File: config.mk
export PLATFORM = sky130hd
export DESIGN_NAME = ccpcmp_top
export DESIGN_NICKNAME = d
export VERILOG_FILES = /design/src/hdl/ccpcmp_pkg.sv /design/src/hdl/ccpcmp_top.sv
export SDC_FILE = /design/constraint.sdc
export NUM_CORES = 1
export LEC_CHECK = 0
export ABC_AREA = 0
export BUFFER_PORTS_ARGS = -buffer_cell sky130_fd_sc_hd__buf_2
export CORE_MARGIN = 8
export CORE_UTILIZATION = 35
export DETAILED_ROUTE_END_ITERATION = 8
export PLACE_DENSITY = 0.59
export RECOVER_POWER = 50
export SETUP_SLACK_MARGIN = 0.15
export SLEW_MARGIN = 20
export SYNTH_ARGS = -nofsm -noshare
export SYNTH_HDL_FRONTEND = slang
export SYNTH_SLANG_ARGS = --single-unit
export TNS_END_PERCENT = 5
File: constraint.sdc
create_clock -name clk_sys -period 3.2 [get_ports clk_sys]
set_clock_uncertainty 0.15 [all_clocks]
set_input_delay 0.48 -clock clk_sys [delete_from_list [all_inputs] [get_ports clk_sys]]
set_output_delay 0.48 -clock clk_sys [all_outputs]
set_load 0.1 [all_outputs]
File: src/hdl/ccpcmp_pkg.sv
// Summary of operation
// - compare the 16-bit value pair against the selected timer count without pause
// - on a match do the one action the mode field picks
// - set the match flag together with the match action in every compare mode; off mode never matches or sets it
// - software interrupt mode only raises the flag, pin stays free
// - trigger mode resets the timer, starts conversion if enabled, pin stays free
// - trigger output at once, timer reset at next timer clock edge
// - a trigger timer reset never sets the timer overflow flag
// - match removed before the timer edge cancels the timer reset
// - writing zero to the control register drives the output latch low
// - units 1-5 use timer one or three, units 6-10 one or five
// - compare needs the system clock and does nothing in sleep
package ccpcmp_pkg;
  localparam int DATA_W = 8;
  localparam int CNT_W = 16;
  localparam int ADDR_W = 3;
  localparam int MODE_W = 4;
  // ==========================================
  // register offsets
  localparam logic [ADDR_W-1:0] ADDR_CTRL = 3'h0;
  localparam logic [ADDR_W-1:0] ADDR_CMP_LO = 3'h1;
  localparam logic [ADDR_W-1:0] ADDR_CMP_HI = 3'h2;
  localparam logic [ADDR_W-1:0] ADDR_TSEL = 3'h3;
  localparam logic [ADDR_W-1:0] ADDR_STAT = 3'h4;
  localparam logic [ADDR_W-1:0] ADDR_MASK = 3'h5;
  // ==========================================
  // fields and reset values
  localparam int STAT_MATCH = 0;
  localparam int TSEL_ALT = 0;
  localparam logic [DATA_W-1:0] REG_RST = 8'h00;
  localparam logic [CNT_W-1:0] CMP_RST = 16'h0000;
  // ==========================================
  // mode field codes
  localparam logic [MODE_W-1:0] MODE_OFF = 4'h0;
  localparam logic [MODE_W-1:0] MODE_TOGGLE = 4'h2;
  localparam logic [MODE_W-1:0] MODE_SET = 4'h8;
  localparam logic [MODE_W-1:0] MODE_CLEAR = 4'h9;
  localparam logic [MODE_W-1:0] MODE_SWINT = 4'ha;
  localparam logic [MODE_W-1:0] MODE_SPECIAL = 4'hb;
  // ==========================================
  // unit numbering and time base split
  localparam int UNIT_MIN = 1;
  localparam int UNIT_MAX = 10;
  localparam int UNIT_LAST_B = 5;
endpackage : ccpcmp_pkg

File: src/hdl/ccpcmp_top.sv
// Local design decisions: the address-and-strobe port and the placing of the registers.
`timescale 1ns/10ps
module ccpcmp_top #(
  parameter int UNIT_INDEX = 10
) (
  // clock and reset
  input wire logic clk_sys,
  input wire logic rst,
  // register port
  input wire logic [ccpcmp_pkg::ADDR_W-1:0] addr,
  input wire logic [ccpcmp_pkg::DATA_W-1:0] wdata,
  input wire logic wr,
  input wire logic rd,
  output logic [ccpcmp_pkg::DATA_W-1:0] rdata,
  // timer one
  input wire logic [ccpcmp_pkg::CNT_W-1:0] timer_a_count,
  input wire logic timer_a_tick,
  output logic timer_a_reset,
  // timer three or five
  input wire logic [ccpcmp_pkg::CNT_W-1:0] timer_alt_count,
  input wire logic timer_alt_tick,
  output logic timer_alt_reset,
  // converter
  input wire logic adc_enable,
  output logic adc_start,
  // power state
  input wire logic sleep_mode,
  // pin and events
  output logic compare_pin_out,
  output logic compare_pin_oe,
  output logic special_trigger,
  output logic irq
);

  // ==========================================
  // parameter check
  // alt timer is three for low units, five for high units
  if (UNIT_INDEX < ccpcmp_pkg::UNIT_MIN || UNIT_INDEX > ccpcmp_pkg::UNIT_MAX) begin : g_bad_unit
    $error("unit index out of range");
  end
  // compare value is written as two bus bytes
  if (ccpcmp_pkg::CNT_W != 2 * ccpcmp_pkg::DATA_W) begin : g_bad_width
    $error("compare width must be two bus bytes");
  end

  // ==========================================
  // state
  logic [ccpcmp_pkg::MODE_W-1:0] ctrl_q, ctrl_d;
  logic [ccpcmp_pkg::CNT_W-1:0] cmp_q, cmp_d;
  logic tsel_q, tsel_d;
  logic stat_q, stat_d;
  logic mask_q, mask_d;
  logic match_q, match_d;
  logic pend_q, pend_d;
  logic pin_q, pin_d;
  logic oe_q, oe_d;
  logic trig_q, trig_d;
  logic adc_q, adc_d;
  logic rsta_q, rsta_d;
  logic rstb_q, rstb_d;
  logic irq_q, irq_d;
  logic [ccpcmp_pkg::DATA_W-1:0] rdata_q, rdata_d;

  logic [ccpcmp_pkg::CNT_W-1:0] sel_cnt;
  logic sel_tick;
  logic mode_cmp;
  logic match_now;
  logic match_edge;
  logic ctrl_wr;
  logic do_reset;

  // ==========================================
  // compare path
  always_comb begin
    sel_cnt = tsel_q ? timer_alt_count : timer_a_count;
    sel_tick = tsel_q ? timer_alt_tick : timer_a_tick;
    unique case (ctrl_q)
      ccpcmp_pkg::MODE_TOGGLE,
      ccpcmp_pkg::MODE_SET,
      ccpcmp_pkg::MODE_CLEAR,
      ccpcmp_pkg::MODE_SWINT,
      ccpcmp_pkg::MODE_SPECIAL: mode_cmp = 1'b1;
      default: mode_cmp = 1'b0;
    endcase
    // no system clock in sleep, so no compare there
    match_now = mode_cmp && !sleep_mode && (cmp_q == sel_cnt);
    // timer holds a count for many cycles: act once per match
    match_edge = match_now && !match_q;
    ctrl_wr = wr && (addr == ccpcmp_pkg::ADDR_CTRL);
    // reset only if the match still stands at the timer edge
    do_reset = pend_q && sel_tick && match_now;
  end

  // ==========================================
  // next state
  always_comb begin
    ctrl_d = ctrl_q;
    cmp_d = cmp_q;
    tsel_d = tsel_q;
    mask_d = mask_q;
    if (wr) begin
      unique case (addr)
        ccpcmp_pkg::ADDR_CTRL: ctrl_d = wdata[ccpcmp_pkg::MODE_W-1:0];
        ccpcmp_pkg::ADDR_CMP_LO: cmp_d[ccpcmp_pkg::DATA_W-1:0] = wdata;
        ccpcmp_pkg::ADDR_CMP_HI: cmp_d[ccpcmp_pkg::CNT_W-1:ccpcmp_pkg::DATA_W] = wdata;
        ccpcmp_pkg::ADDR_TSEL: tsel_d = wdata[ccpcmp_pkg::TSEL_ALT];
        ccpcmp_pkg::ADDR_MASK: mask_d = wdata[ccpcmp_pkg::STAT_MATCH];
        default: ;
      endcase
    end
    match_d = match_now;

    // latch follows the match at the next clock edge
    pin_d = pin_q;
    if (ctrl_wr && wdata == ccpcmp_pkg::REG_RST) begin
      pin_d = 1'b0;
    end else if (match_edge) begin
      unique case (ctrl_q)
        ccpcmp_pkg::MODE_TOGGLE: pin_d = !pin_q;
        ccpcmp_pkg::MODE_SET: pin_d = 1'b1;
        ccpcmp_pkg::MODE_CLEAR: pin_d = 1'b0;
        default: pin_d = pin_q;
      endcase
    end
    // pin released in interrupt and trigger modes
    oe_d = (ctrl_d == ccpcmp_pkg::MODE_TOGGLE) ||
           (ctrl_d == ccpcmp_pkg::MODE_SET) ||
           (ctrl_d == ccpcmp_pkg::MODE_CLEAR);

    // flag set wins over a clear in the same cycle
    stat_d = stat_q;
    if (wr && addr == ccpcmp_pkg::ADDR_STAT && wdata[ccpcmp_pkg::STAT_MATCH]) begin
      stat_d = 1'b0;
    end
    if (match_edge) begin
      stat_d = 1'b1;
    end
    irq_d = stat_d && mask_d;

    trig_d = match_edge && (ctrl_q == ccpcmp_pkg::MODE_SPECIAL);
    adc_d = trig_d && adc_enable;
    pend_d = pend_q;
    if (trig_d) begin
      pend_d = 1'b1;
    end else if (sel_tick) begin
      pend_d = 1'b0;
    end
    // dedicated reset strobe, never the overflow path
    rsta_d = do_reset && !tsel_q;
    rstb_d = do_reset && tsel_q;

    rdata_d = ccpcmp_pkg::REG_RST;
    if (rd) begin
      unique case (addr)
        ccpcmp_pkg::ADDR_CTRL: rdata_d[ccpcmp_pkg::MODE_W-1:0] = ctrl_q;
        ccpcmp_pkg::ADDR_CMP_LO: rdata_d = cmp_q[ccpcmp_pkg::DATA_W-1:0];
        ccpcmp_pkg::ADDR_CMP_HI: rdata_d = cmp_q[ccpcmp_pkg::CNT_W-1:ccpcmp_pkg::DATA_W];
        ccpcmp_pkg::ADDR_TSEL: rdata_d[ccpcmp_pkg::TSEL_ALT] = tsel_q;
        ccpcmp_pkg::ADDR_STAT: rdata_d[ccpcmp_pkg::STAT_MATCH] = stat_q;
        ccpcmp_pkg::ADDR_MASK: rdata_d[ccpcmp_pkg::STAT_MATCH] = mask_q;
        default: rdata_d = ccpcmp_pkg::REG_RST;
      endcase
    end
  end

  // ==========================================
  // registers
  always_ff @(posedge clk_sys or posedge rst) begin
    if (rst) begin
      ctrl_q <= ccpcmp_pkg::MODE_OFF;
      cmp_q <= ccpcmp_pkg::CMP_RST;
      tsel_q <= 1'b0;
      stat_q <= 1'b0;
      mask_q <= 1'b0;
      match_q <= 1'b0;
      pend_q <= 1'b0;
      pin_q <= 1'b0;
      oe_q <= 1'b0;
      trig_q <= 1'b0;
      adc_q <= 1'b0;
      rsta_q <= 1'b0;
      rstb_q <= 1'b0;
      irq_q <= 1'b0;
      rdata_q <= ccpcmp_pkg::REG_RST;
    end else begin
      ctrl_q <= ctrl_d;
      cmp_q <= cmp_d;
      tsel_q <= tsel_d;
      stat_q <= stat_d;
      mask_q <= mask_d;
      match_q <= match_d;
      pend_q <= pend_d;
      pin_q <= pin_d;
      oe_q <= oe_d;
      trig_q <= trig_d;
      adc_q <= adc_d;
      rsta_q <= rsta_d;
      rstb_q <= rstb_d;
      irq_q <= irq_d;
      rdata_q <= rdata_d;
    end
  end

  assign rdata = rdata_q;
  assign timer_a_reset = rsta_q;
  assign timer_alt_reset = rstb_q;
  assign adc_start = adc_q;
  assign compare_pin_out = pin_q;
  assign compare_pin_oe = oe_q;
  assign special_trigger = trig_q;
  assign irq = irq_q;
endmodule : ccpcmp_top

==> results.yml, run 1 <==
run_status:
  status: "finished with violations"
  violations: "max-capacitance violations, max-slew violations"
yosys:
  synth-edff-count: 0
  yosys_warnings: 0
  synthCells: 185
  ys_types: 33
  yosysSeqAreaShare: 0.482
  ys_ff_latch: 40
  synth.cell_area_um2: 2080
  ys.flop_type: "dfrtp_1"
  synth_nets: 236
  async_reset_ff_frac: 1.00
  avgSynthCellArea_um2: 11.2
cts:
  clockBufferDepth: 2
  cts-resized-gates: 0
  clkSinkCount: 40
  htree_levels: 2
  clk_pin_slew_ns: 0.07
  cts_tree: "yes"
  cts_made_buffers: 5
  worstSkewPairLatency_ns: 0.29
  cts_hold_buf: 0
  root_buffer: "clkbuf_8"
  post_cts_buffers: 0
layout:
  nNetsFinal: 305
  nFillCells: 583
  areaGrowthSynthToFinish_pct: 23.4
  layout-drive-gt1-share: 0.386
  diodes: 0
  multi_input_area_um2: 1020
  register_area_um2: 1000
placement:
  io_buffer_count: 65
  dpl.hpwl_um: 4130
  gp_congestion: 0.759
sta:
  fmax_mhz: 384
  setup_violations: 0
  fin_crit_ns: 2.60
  fin_crit_sh: 0.813
  relSlewSlack: -0.410
  worst_pin_slew_ns: 2.12
  finalHoldViolCount: 0
  rsz0062_at_grt: "no"
  slew_viol_final: 41
  setup-tns-final_ns: 0
routing:
  wl_met2_um: 2540
  highest_layer: "met4"
  routed_wl_um: 5260
  vias_per_cell: 4.81
  met1_length_um: 2360
  wl_per_cell_um: 16.0
  drt_iter0_drc: 63
  drc: 0
  num_vias: 1581
  firstDrtPassIters: 4
  met3WireLength_um: 262
  drt.antenna.violating_nets: 0
floorplanning:
  fp.dieH_um: 93.1
  initial_core_util: 0.357
  rows: 28
  dieArea_um2: 8660
  die_x_um: 93.1
  core-area_um2: 5820
  pin_count: 66
global_routing:
  grt-ovfl-total: 0
  grt_pass1_vias: 1626
  grtUsageTotal: 0.126
  grt_max_degree: 41
  grt_pass1_wl_um: 8360
  antenna_found_initial: 0
worst_setup_path:
  setup.worst_path.class: "register to register"
  cp.required_ns: 3.26
  reg2reg_from: "tsel_q"
  worstSetupStartpoint: "tsel_q"
  r2r_slack_ns: 0.60
  start_kind: "register"
  critPathBufInv: 0
  crit_fanout: 16
  arrival_ns: 2.67
  crit_chain: "mux2i_1 -> xnor2_1 -> nor4_1 -> nand4_1 -> or3_1 -> a21oi_1"
  end_kind: "register"
  cpLargestDelayFamily: "simple AND/OR/NAND/NOR gates"
  crit_path_max_incr_delay_ns: 0.86
  cp_slowest_cell: "dfrtp_1"
pwr:
  finalPower_mw: 1.37
  p_leak_nw: 1.23
  powerDensity_nw_per_um2: 535
  ir_drop_v: 0.000266
worst_hold_path:
  worstHoldPathType: "input port to register"
  hold_start: "adc_enable"
job:
  cap_violations: 1
## cell families after synthesis
logic type / Yosys count / share of synthesized area
xor+xnor: 16 / 0.0674
flops: 40 / 0.482
mux: 44 / 0.225
simple gates: 54 / 0.141
compound gates: 18 / 0.0572
buf+inv: 13 / 0.0283
## Yosys cell counts, types with 2 or more instances
library cell	count	area, µm²
buf_2	2	10.0
o21ai_0	4	20.0
a22oi_1	4	30.0
xor2_1	3	26.3
nand2b_1	2	12.5
or3_1	2	12.5
nor2_1	16	60.1
nor3_1	2	10.0
mux2i_1	23	230
xnor2_1	13	114
nand3b_1	2	15.0
a21oi_1	5	25.0
nand4_1	3	18.8
nor2b_1	8	50.1
mux2_2	21	236
clkbuf_1	4	15.0
nand3_1	2	10.0
nand2_1	6	22.5
inv_1	4	15.0
dfrtp_1	40	1000
nor4_1	7	43.8
## cell type report
class / instances / area share
clock buffer: 6 / 0.0283
clock inverter: 1 / 0.00195
inverter: 5 / 0.00732
multi-input combinational: 132 / 0.397
sequential: 40 / 0.390
tap: 75 / 0.0366
timing repair buffer: 70 / 0.138
## flip-flops by register name (all words and copies together) (netlist names)
name	flops
timer_a_reset	1
cmp_q	16
match_q	1
compare_pin_oe	1
mask_q	1
adc_start	1
ctrl_q	4
special_trigger	1
tsel_q	1
irq	1
compare_pin_out	1
timer_alt_reset	1
pend_q	1
stat_q	1
rdata	8
## cell usage in the layout, fill, tap and decap left out, types with 2 or more instances in the layout
master and instances:
a21oi_1 5, a22oi_1 4, buf_2 64, buf_4 3
clkbuf_1 4, clkbuf_8 5, dfrtp_1 40, inv_1 4
mux2_2 21, mux2i_1 23, nand2_1 6, nand2b_1 2
nand3_1 2, nand3b_1 2, nand4_1 3, nor2_1 16
nor2b_1 8, nor3_1 2, nor4_1 7, o21ai_0 4
or3_1 2, xnor2_1 13, xor2_1 3
## through the flow
stage | setup slack, ns | hold WS [ns] | instances | utilization | cell area [µm²]
after global routing | 0.379 | 0.246 | 329 | 0.441 | 2560
final | 0.599 | 0.250 | 329 | 0.441 | 2560
after floorplan | 1.05 | 0.307 | 185 | - | 2080
after global placement | 0.642 | 0.331 | 322 | 0.429 | 2490
after detailed placement | 0.586 | 0.339 | 322 | 0.429 | 2490
after CTS | 0.578 | 0.166 | 329 | 0.442 | 2570
## path summary, 6_finish.rpt
path | end | cells after the start
setup / recovery | compare_pin_out | 6
hold / removal | adc_start | 3
setup reg to reg | compare_pin_out | 6
hold reg to reg | pend_q | 2
max in group asynchronous | cmp_q[2] | 3
min in group asynchronous | irq | 3
## tightest hold or removal path, stage by stage
cell,delay [ns]
buf_2,0.09
inv_1,0.04
nor3_1,0.04
## report_power, final
part | switching, mW | internal (mW)
Clock | 0.164 | 0.148
Combinational | 0.208 | 0.189
Sequential | 0.0875 | 0.575
Total | 0.460 | 0.912
## routing by layer
metal	track usage	up-vias
met2	0.193	31
met5	0	-
met4	0.0644	0
li1	-	792
met3	0.0345	7
met1	0.160	751
No activity file was read; power rests on OpenSTA's default activity.
==> inputs of run 2 (changes only) <==
==> constraint.sdc (replaced) <==
create_clock -name clk_sys -period 2.6 [get_ports clk_sys]
set_clock_uncertainty 0.15 [all_clocks]
set_input_delay 0.39 -clock clk_sys [delete_from_list [all_inputs] [get_ports clk_sys]]
set_output_delay 0.39 -clock clk_sys [all_outputs]
set_load 0.1 [all_outputs]
==> results.yml, run 2 (synthesis gave the netlist of run 1 again) <==
run_status:
  status: "completed"
layout:
  areaGrowthSynthToFinish_pct: 26.4
  layout-drive-gt1-share: 0.405
  largest_register_ff_count: 16
  final_cell_mix: "buf_2 (64), dfrtp_1 (40), mux2i_1 (23)"
  final_cell_area_um2: 2630
  nNetsFinal: 307
  mostFrequentLayoutCell: "buf_2"
  regMostFlops: "cmp_q"
  diodes: 0
  nFillCells: 596
routing:
  routed_wl_um: 5370
  wl_met2_um: 2730
  highest_layer: "met4"
  drt_iter0_drc: 70
  firstDrtPassIters: 4
  met1_length_um: 2230
  drc: 0
  met3WireLength_um: 338
  vias_per_cell: 5.01
  num_vias: 1663
  wl_per_cell_um: 16.2
  drt.antenna.violating_nets: 0
floorplanning:
  dieArea_um2: 8660
  pin_count: 66
  fp.dieH_um: 93.1
  core-area_um2: 5820
  initial_core_util: 0.357
  die_x_um: 93.1
  rows: 28
worst_setup_path:
  cp.required_ns: 2.69
  setup.worst_path.class: "register to register"
  end_kind: "register"
  crit_fanout: 14
  crit_chain: "buf_8 -> mux2i_1 -> xnor2_1 -> nor4_1 -> nand4_1 -> or2_4 -> inv_2 -> and4b_1"
  arrival_ns: 2.37
  cp_slowest_cell: "dfrtp_1"
  crit_path_max_incr_delay_ns: 0.41
  start_kind: "register"
cts:
  clkSinkCount: 40
  clk_pin_slew_ns: 0.08
  cts_hold_buf: 0
  htree_levels: 2
  root_buffer: "clkbuf_8"
  worstSkewPairLatency_ns: 0.29
  cts_tree: "yes"
  cts_made_buffers: 5
  clockBufferDepth: 2
sta:
  finalHoldViolCount: 0
  rsz0062_at_grt: "no"
  fin_crit_ns: 2.28
  fin_crit_sh: 0.878
  fmax_mhz: 438
  setup-tns-final_ns: 0
  setup_violations: 0
  relSlewSlack: 0.364
  worst_pin_slew_ns: 0.954
  slew_viol_final: 0
global_routing:
  grt_max_degree: 41
  grtUsageTotal: 0.131
  grt_pass1_vias: 1791
  grt-ovfl-total: 0
  grt_pass1_wl_um: 8850
  antenna_found_initial: 0
placement:
  dpl.hpwl_um: 4220
  io_buffer_count: 65
  post_dp_cell_area_um2: 2510
  gp_congestion: 0.754
pwr:
  ir_drop_v: 0.000293
  powerDensity_nw_per_um2: 697
  p_leak_nw: 1.26
job:
  cap_violations: 0
worst_hold_path:
  worstHoldPathType: "input port to register"
-- run 2: where the power goes --
group / switching, mW / internal [mW]
Clock: 0.225 / 0.284
Combinational: 0.282 / 0.243
Sequential: 0.0888 / 0.708
-- run 2: what timing repair did --
action	in CTS	in global routing
resized for setup	0	3
setup buffers	0	0
setup endpoints to repair	0	7
-- run 2: stage by stage --
stage           util  hold WS, ns  setup slack (ns)  power [mW]  std cells
6_report       0.452        0.159             0.316        1.83        332
5_1_grt        0.452        0.148             0.154        1.94        332
4_1_cts        0.451       0.0717             0.251        1.83        332
3_5_place_dp   0.432        0.352             0.250        1.33        324
3_3_place_gp   0.432        0.333             0.329        1.32        324
2_1_floorplan      -        0.307             0.537        1.19        185
-- run 2: layer usage --
layer,up-vias,global-route usage
met4,0,0.0483
met5,-,0
met1,816,0.157
met2,44,0.218
li1,798,-
met3,5,0.0361
-- run 2: final timing paths --
| check | startpoint | to | slack (ns) | cells past startpoint |
|---|---|---|---|---|
| worst min-delay path | adc_enable | adc_start | 0.16 | 3 |
| max in group asynchronous | rst | cmp_q[15] | 1.48 | 3 |
| worst max-delay path | tsel_q | timer_a_reset | 0.32 | 8 |
| worst max register to register | tsel_q | timer_a_reset | 0.32 | 8 |
| worst min register to register | pend_q | pend_q | 0.36 | 2 |
| min in group asynchronous | rst | rdata[0] | 0.23 | 3 |
-- run 2: final cells by class --
type	count	area, µm²	share of cell area
Multi-Input combinational cell	132	1020	0.390
Clock buffer	5	68.8	0.0262
Tap cell	75	93.8	0.0357
Inverter	5	18.8	0.00714
Clock inverter	3	42.5	0.0162
Sequential cell	40	1000	0.381
Timing Repair Buffer	72	378	0.144
-- run 2: worst max-delay path: cells and delay by family (launching register included) --
family / cells / cell delay, ns
AND/OR/NAND/NOR: 4 / 1.08
flip-flops: 1 / 0.41
buffers and inverters: 2 / 0.26
multiplexers: 1 / 0.23
XOR/XNOR: 1 / 0.09
